File: src/rtl/lcch_consts.svh
// Constants for the limit comparator command handler
`ifndef LCCH_CONSTS_SVH
`define LCCH_CONSTS_SVH
`define LCCH_VAL_W          32
`define LCCH_LIM_W          64
`define LCCH_DELAY_W        10
`define LCCH_SCALE_UOHM     64'h0000_0000_0000_0001
`define LCCH_SCALE_MOHM     64'h0000_0000_0000_03E8
`define LCCH_SCALE_OHM      64'h0000_0000_000F_4240
`define LCCH_SCALE_KOHM     64'h0000_0000_3B9A_CA00
`define LCCH_DELAY_MIN      10'h001
`define LCCH_DELAY_MAX      10'h3E7
`define LCCH_DELAY_RST      10'h001
`define LCCH_RELAY_RST      1'h1
`define LCCH_CLEAR_RST      1'h1
`define LCCH_ANS_TRUE       64'h0000_0000_0000_0001
`define LCCH_ANS_FALSE      64'h0000_0000_0000_0000
`endif

File: src/rtl/lcch_pkg.sv
// Types for the limit comparator command handler
package lcch_pkg;
  typedef enum logic [2:0] {
    LCCH_OP_RELAY, LCCH_OP_CLEAR_MODE, LCCH_OP_LOW, LCCH_OP_HIGH,
    LCCH_OP_ADOPT, LCCH_OP_DELAY, LCCH_OP_UNIT
  } lcch_op_t;
  typedef enum logic [2:0] {
    LCCH_SFX_NONE, LCCH_SFX_UOHM, LCCH_SFX_MOHM, LCCH_SFX_OHM, LCCH_SFX_KOHM
  } lcch_sfx_t;
  typedef enum logic [2:0] {
    LCCH_DISP_OHM, LCCH_DISP_OHM_M, LCCH_DISP_OHM_KM, LCCH_DISP_OHM_FT, LCCH_DISP_OHM_KFT
  } lcch_disp_t;
  typedef struct packed {
    lcch_op_t    op;
    logic        query;
    lcch_sfx_t   sfx;
    logic [31:0] value;
  } lcch_cmd_t;
  typedef struct packed {
    logic        ack;
    logic [63:0] data;
  } lcch_rsp_t;
endpackage : lcch_pkg

File: src/rtl/lcch_eval_counter.sv
// Counts measurements after a start and flags those that get evaluated
`timescale 1ns/1ps
module lcch_eval_counter #(
  parameter int W = 10
) (
  input  wire logic         clk_in,
  input  wire logic         reset_in,
  input  wire logic         start_in,
  input  wire logic         done_in,
  input  wire logic [W-1:0] count_in,
  output logic              eval_out
);
  logic [W-1:0] seen_reg;
  logic [W-1:0] seen_next;
  wire          skipping = (seen_reg < count_in);
  // Saturates at the programmed count, so later measurements are all evaluated
  assign seen_next = start_in ? '0 : (done_in && skipping) ? seen_reg + 1'b1 : seen_reg;
  assign eval_out  = done_in && !start_in && !skipping;
  always_ff @(posedge clk_in) begin
    if (reset_in) begin
      seen_reg <= '0;
    end else begin
      seen_reg <= seen_next;
    end
  end
endmodule : lcch_eval_counter

File: src/rtl/lcch_top.sv
// Limit comparator command handler: decoded command port, limits, comparator
`timescale 1ns/1ps
`include "lcch_consts.svh"
module lcch_top #(
  parameter int DELAY_W = `LCCH_DELAY_W
) (
  input  wire logic                clk_in,
  input  wire logic                reset_in,
  input  wire logic                cmd_valid_in,
  input  wire lcch_pkg::lcch_cmd_t cmd_in,
  output logic                     rsp_valid_out,
  output lcch_pkg::lcch_rsp_t      rsp_out,
  input  wire logic                meas_start_in,
  input  wire logic                meas_done_in,
  input  wire logic [63:0]         meas_value_in,
  input  wire logic                meas_running_in,
  input  wire logic                cal_mode_in,
  output logic                     relay_enable_out,
  output logic                     clear_static_out,
  output logic [63:0]              low_active_out,
  output logic [63:0]              high_active_out,
  output logic [DELAY_W-1:0]       eval_delay_out,
  output lcch_pkg::lcch_disp_t     display_unit_out,
  output logic                     result_valid_out,
  output logic                     result_low_out,
  output logic                     result_high_out,
  output logic                     relay_drive_out
);
  import lcch_pkg::*;

  logic               relay_en_reg;
  logic               clear_static_reg;
  logic [63:0]        low_stage_reg;
  logic [63:0]        high_stage_reg;
  logic               low_pend_reg;
  logic               high_pend_reg;
  logic [63:0]        low_act_reg;
  logic [63:0]        high_act_reg;
  logic [DELAY_W-1:0] delay_reg;
  lcch_disp_t         disp_reg;
  logic               rsp_valid_reg;
  lcch_rsp_t          rsp_reg;
  lcch_rsp_t          rsp_next;
  logic               res_valid_reg;
  logic               res_low_reg;
  logic               res_high_reg;
  logic [63:0]        scaled;
  logic               sfx_ok;
  logic               eval_now;

  lcch_unit_scaler u_scaler (
    .value_in   (cmd_in.value),
    .sfx_in     (cmd_in.sfx),
    .scaled_out (scaled),
    .sfx_ok_out (sfx_ok)
  );

  lcch_eval_counter #(.W(DELAY_W)) u_eval (
    .clk_in   (clk_in),
    .reset_in (reset_in),
    .start_in (meas_start_in),
    .done_in  (meas_done_in),
    .count_in (delay_reg),
    .eval_out (eval_now)
  );

  // Command decode
  wire is_set    = cmd_valid_in && !cmd_in.query;
  wire is_query  = cmd_valid_in && cmd_in.query;
  wire bool_ok   = (cmd_in.value <= 32'h0000_0001);
  wire delay_ok  = (cmd_in.value >= 32'(`LCCH_DELAY_MIN))
                && (cmd_in.value <= 32'(`LCCH_DELAY_MAX));
  wire disp_ok   = (cmd_in.value <= 32'(LCCH_DISP_OHM_KFT));
  wire set_relay = is_set && cmd_in.op == LCCH_OP_RELAY && bool_ok;
  wire set_clear = is_set && cmd_in.op == LCCH_OP_CLEAR_MODE && bool_ok;
  wire set_low   = is_set && cmd_in.op == LCCH_OP_LOW && sfx_ok;
  wire set_high  = is_set && cmd_in.op == LCCH_OP_HIGH && sfx_ok;
  wire set_delay = is_set && cmd_in.op == LCCH_OP_DELAY && delay_ok;
  wire set_disp  = is_set && cmd_in.op == LCCH_OP_UNIT && disp_ok;
  wire ask_adopt = is_query && cmd_in.op == LCCH_OP_ADOPT;
  // Adopt needs a free instrument; refusal gives a negative acknowledge
  wire adopt_blocked = cal_mode_in || meas_running_in;
  // A reversed pair is not adopted either, keeping the window meaningful
  wire adopt_ready   = low_pend_reg && high_pend_reg
                    && (low_stage_reg <= high_stage_reg);
  wire adopt_go      = ask_adopt && !adopt_blocked && adopt_ready;
  wire set_ok        = set_relay || set_clear || set_low || set_high
                    || set_delay || set_disp;
  wire query_ok      = is_query && (cmd_in.op != LCCH_OP_ADOPT || !adopt_blocked);

  always_comb begin
    rsp_next      = '0;
    rsp_next.ack  = set_ok || query_ok;
    if (is_query) begin
      case (cmd_in.op)
        LCCH_OP_RELAY:      rsp_next.data = {63'h0, relay_en_reg};
        LCCH_OP_CLEAR_MODE: rsp_next.data = {63'h0, clear_static_reg};
        LCCH_OP_LOW:        rsp_next.data = low_act_reg;
        LCCH_OP_HIGH:       rsp_next.data = high_act_reg;
        LCCH_OP_ADOPT:      rsp_next.data = adopt_go ? `LCCH_ANS_TRUE
                                                     : `LCCH_ANS_FALSE;
        LCCH_OP_DELAY:      rsp_next.data = 64'(delay_reg);
        LCCH_OP_UNIT:       rsp_next.data = 64'(disp_reg);
        default:            rsp_next.ack  = 1'b0;
      endcase
    end
  end

  always_ff @(posedge clk_in) begin
    if (reset_in) begin
      rsp_valid_reg <= 1'b0;
      rsp_reg       <= '0;
    end else begin
      rsp_valid_reg <= cmd_valid_in;
      rsp_reg       <= rsp_next;
    end
  end

  always_ff @(posedge clk_in) begin
    if (reset_in) begin
      relay_en_reg     <= `LCCH_RELAY_RST;
      clear_static_reg <= `LCCH_CLEAR_RST;
      delay_reg        <= DELAY_W'(`LCCH_DELAY_RST);
      disp_reg         <= LCCH_DISP_OHM;
    end else begin
      if (set_relay) relay_en_reg <= cmd_in.value[0];
      if (set_clear) clear_static_reg <= cmd_in.value[0];
      if (set_delay) delay_reg <= cmd_in.value[DELAY_W-1:0];
      if (set_disp) disp_reg <= lcch_disp_t'(cmd_in.value[2:0]);
    end
  end

  // Staged limits; active copies move only on a successful adopt
  always_ff @(posedge clk_in) begin
    if (reset_in) begin
      low_stage_reg  <= '0;
      high_stage_reg <= '0;
      low_pend_reg   <= 1'b0;
      high_pend_reg  <= 1'b0;
      low_act_reg    <= '0;
      high_act_reg   <= '0;
    end else begin
      if (set_low) begin
        low_stage_reg <= scaled;
      end
      if (set_high) begin
        high_stage_reg <= scaled;
      end
      low_pend_reg  <= set_low || (low_pend_reg && !adopt_go);
      high_pend_reg <= set_high || (high_pend_reg && !adopt_go);
      if (adopt_go) begin
        low_act_reg  <= low_stage_reg;
        high_act_reg <= high_stage_reg;
      end
    end
  end

  // Comparator result; an evaluation in the start cycle cannot occur
  always_ff @(posedge clk_in) begin
    if (reset_in) begin
      res_valid_reg <= 1'b0;
      res_low_reg   <= 1'b0;
      res_high_reg  <= 1'b0;
    end else if (eval_now) begin
      res_valid_reg <= 1'b1;
      res_low_reg   <= meas_value_in < low_act_reg;
      res_high_reg  <= meas_value_in > high_act_reg;
    end else if (meas_start_in && clear_static_reg) begin
      res_valid_reg <= 1'b0;
      res_low_reg   <= 1'b0;
      res_high_reg  <= 1'b0;
    end
  end

  assign rsp_valid_out    = rsp_valid_reg;
  assign rsp_out          = rsp_reg;
  assign relay_enable_out = relay_en_reg;
  assign clear_static_out = clear_static_reg;
  assign low_active_out   = low_act_reg;
  assign high_active_out  = high_act_reg;
  assign eval_delay_out   = delay_reg;
  assign display_unit_out = disp_reg;
  assign result_valid_out = res_valid_reg;
  assign result_low_out   = res_low_reg;
  assign result_high_out  = res_high_reg;
  // Relay follows a failed result only while its function is enabled
  assign relay_drive_out  = relay_en_reg && res_valid_reg
                         && (res_low_reg || res_high_reg);
endmodule : lcch_top

File: src/rtl/lcch_unit_scaler.sv
// Scales a limit mantissa by its unit suffix into micro-ohm counts
`timescale 1ns/1ps
`include "lcch_consts.svh"
module lcch_unit_scaler (
  input  wire logic [31:0]        value_in,
  input  wire lcch_pkg::lcch_sfx_t sfx_in,
  output logic      [63:0]        scaled_out,
  output logic                    sfx_ok_out
);
  import lcch_pkg::*;
  logic [63:0] scale;
  // Missing suffix means ohms
  assign scale = (sfx_in == LCCH_SFX_UOHM) ? `LCCH_SCALE_UOHM :
                 (sfx_in == LCCH_SFX_MOHM) ? `LCCH_SCALE_MOHM :
                 (sfx_in == LCCH_SFX_KOHM) ? `LCCH_SCALE_KOHM :
                                             `LCCH_SCALE_OHM;
  assign sfx_ok_out = (sfx_in <= LCCH_SFX_KOHM);
  // 32-bit mantissa times 1e9 fits in 64 bits, so no overflow check needed
  assign scaled_out = {32'h0000_0000, value_in} * scale;
endmodule : lcch_unit_scaler
File: config.mk
export PLATFORM = sky130hd
export DESIGN_NAME = lcch_top
export DESIGN_NICKNAME = d
export VERILOG_FILES = /design/src/rtl/lcch_pkg.sv /design/src/rtl/lcch_eval_counter.sv /design/src/rtl/lcch_top.sv /design/src/rtl/lcch_unit_scaler.sv
export VERILOG_INCLUDE_DIRS = /design/src /design/src/rtl
export SDC_FILE = /design/constraint.sdc
export NUM_CORES = 2
export LEC_CHECK = 0
export ABC_AREA = 1
export BUFFER_PORTS_ARGS = -buffer_cell sky130_fd_sc_hd__buf_2
export CAP_MARGIN = 20
export CORE_ASPECT_RATIO = 0.9
export CORE_MARGIN = 4
export CORE_UTILIZATION = 65
export DETAILED_ROUTE_END_ITERATION = 8
export PLACE_DENSITY = 0.95
export SYNTH_ARGS = -nofsm -noshare
export SYNTH_HDL_FRONTEND = slang
export SYNTH_HIERARCHICAL = 1
export SYNTH_SLANG_ARGS = --single-unit
File: constraint.sdc
create_clock -name clk_in -period 17.7 [get_ports clk_in]
set_clock_uncertainty 0.05 [all_clocks]
set_input_delay 2.655 -clock clk_in [delete_from_list [all_inputs] [get_ports clk_in]]
set_output_delay 2.655 -clock clk_in [all_outputs]
set_load 0.03 [all_outputs]
==> results.toml <==
[synth]
avgSynthCellArea_um2 = 7.90
synth_xor_area_frac = 0.0104
yosysTopAreaCell = "fa_1"
synthAdderAreaFrac = 0.415
synthArstFlopShare = 0
yosysWarningCount = 6
synth_area_leaders = "fa_1 24%, ha_1 18%, dfxtp_1 16%"
synthCells = 5548
synth_compound_area_frac = 0.0876
ys_ff_latch = 352
synth_top_family_by_area = "adder cells"
synth_seq_area_share = 0.161
synth.distinct_cells = 59
synth-simple-area-share = 0.190
syn-cell-area_um2 = 43800
netlist.area_leader.share = 0.239
synth.mux.area_fraction = 0
synth_top_flop_cell = "dfxtp_1"
synth-edff-count = 0

[route]
wl_um = 136000
first_pass_iters = 6
drc = 0
drt.antenna.violating_nets = 0
drt_iter0_drc = 4033
vias = 38600
wl_per_cell_um = 20.4
viasPerCell = 5.78

[sta]
tightest_slew_ps = 1260
finalHoldViolations = 0
slew_violations = 0
setup_viol = 0
max-slew-margin-rel = 0.155
timing.final.crit_share = 0.612
rsz0062_at_grt = "false"
setup_tns_ps = 0
fmax_mhz = 92.3
min_period_ps = 10840
whs_ps = 430

[global_routing]
grt-ovfl-total = 0
grt_max_degree = 165
first_global_vias = 39100
grt_pass1_wl_um = 212000
antenna_found_initial = 6
track_usage = 0.378

[critical_path]
end_kind = "flip-flop"
r2r_end = "rsp_out[0]"
crit_slowest_cell = "nor2_1"
cp_num_buf_inv = 9
path_max_fanout = 62
endpoint = "low_stage_reg[57]"
rrSetupSlack_ps = 13520
reg2reg_from = "high_stage_reg[53]"
crit_type = "primary input to flip-flop"
crit_family = "adder cells"
critPathRequiredTime_ps = 18040
r2r_cells = 13
critPathLaunchType = "primary input"
cp_num_cells = 30
cp_slowest_stage_delay_ps = 890
arrival_ps = 11180
worstSetupStartpoint = "cmd_in[34]"

[place]
post_dp_cell_area_um2 = 45700
dpl.hpwl_um = 111000
place.gp.congestion = 1.00
portBuffers = 322
dp_cells = 6602

[cts]
root_buffer = "clkbuf_16"
cts-resized-gates = 0
numCtsBuffers = 36
cts_tree = "done"
cts_setup_buffers = 0
cts.sinks = 352
clkTransAtPathRegs_ps = 70
hold_buffers = 0
worstSkewPairLatency_ps = 550
ctsHtreeMaxLevel = 2
cts_buffer_depth = 3

[worst_hold_path]
hold_class = "flip-flop to flip-flop"

[flow_run]
maxCapViolCount = 0

[finish]
final_common_cell = "inv_1"
largest_reg_flops = 65
most-common-layout-cells = "1319 x inv_1, 870 x nand2_1, 617 x ha_1, 522 x fa_1, 488 x nor2_1"
final_nets = 7023
layout-drive-gt1-share = 0.116
design_area_um2 = 47100
area_growth_pct = 7.46
layout.cells.non_filler = 6677

[floorplan]
die_h_um = 254
rows = 90
core_um2 = 66900
num_io_pins = 323
die_w_um = 282
start_util = 0.655
dieArea_um2 = 71600

[status]
status = "complete, no violations"
[Yosys cell counts (all sizes together), types with 7 or more instances]
master	number
buf	101
inv	1324
o22ai	10
nor3	25
xnor2	7
nor4	8
nand2	879
a21oi	414
or2	17
nor2	606
o211ai	10
o21ai	175
o21a	10
dfxtp	352
nand3	214
nand4	46
clkbuf	62
ha	617
fa	522
a211oi	11
xor2	45
a22oi	53
[tightest hold or removal path: cells and delay by family, from the launching register on]
kind                   cells  cell delay [ps]
AOI/OAI and AO/OA          1               60
buffers and inverters      1               70
DFF                        1              310
[worst min path at each step]
stage / start / end / slack, ps / cells after the start
floorplan: low_pend_reg / low_pend_reg / 390 / 2
global placement: low_pend_reg / low_pend_reg / 400 / 2
detailed placement: high_stage_reg[0] / high_stage_reg[0] / 420 / 2
CTS: low_stage_reg[62] / low_stage_reg[62] / 430 / 2
global route: low_stage_reg[62] / low_stage_reg[62] / 450 / 2
finish: low_stage_reg[62] / low_stage_reg[62] / 430 / 2
[metal layers]
layer | track usage | wire, µm | vias to the layer above
met5 | 0 | 45 | -
met4 | 0.194 | 8400 | 6
met3 | 0.0963 | 15400 | 534
met2 | 0.610 | 61400 | 2184
met1 | 0.475 | 51000 | 18300
li1 | - | - | 17500
[cell families (layout without fill, tap and decap cells)]
group	after synthesis	in the layout
and+or+nand+nor	1808	1808
buffers and inverters	1490	1741
adders and majority gates	1139	1139
AOI/OAI and AO/OA	706	706
DFF	352	352
xor gates and xnor gates	52	52
other	1	5
[per-stage QoR]
step / setup slack (ps) / util
after floorplan: 8220 / -
after global placement: 6550 / 0.684
after detailed placement: 6500 / 0.684
after CTS: 7040 / 0.702
after global routing: 6460 / 0.704
final: 6860 / 0.704
[layout make-up]
type / count / area, µm²
Tap cell: 874 / 1090
Sequential cell: 352 / 7050
Antenna cell: 3 / 7.51
Clock buffer: 46 / 1020
Clock inverter: 18 / 238
Inverter: 1327 / 4990
Timing Repair Buffer: 350 / 1850
Multi-Input combinational cell: 3707 / 30800
Fill cell: 5032 / 19800
Power is not shown: default switching activity piles up to over one toggle a cycle in this logic, so the estimate is an artifact.
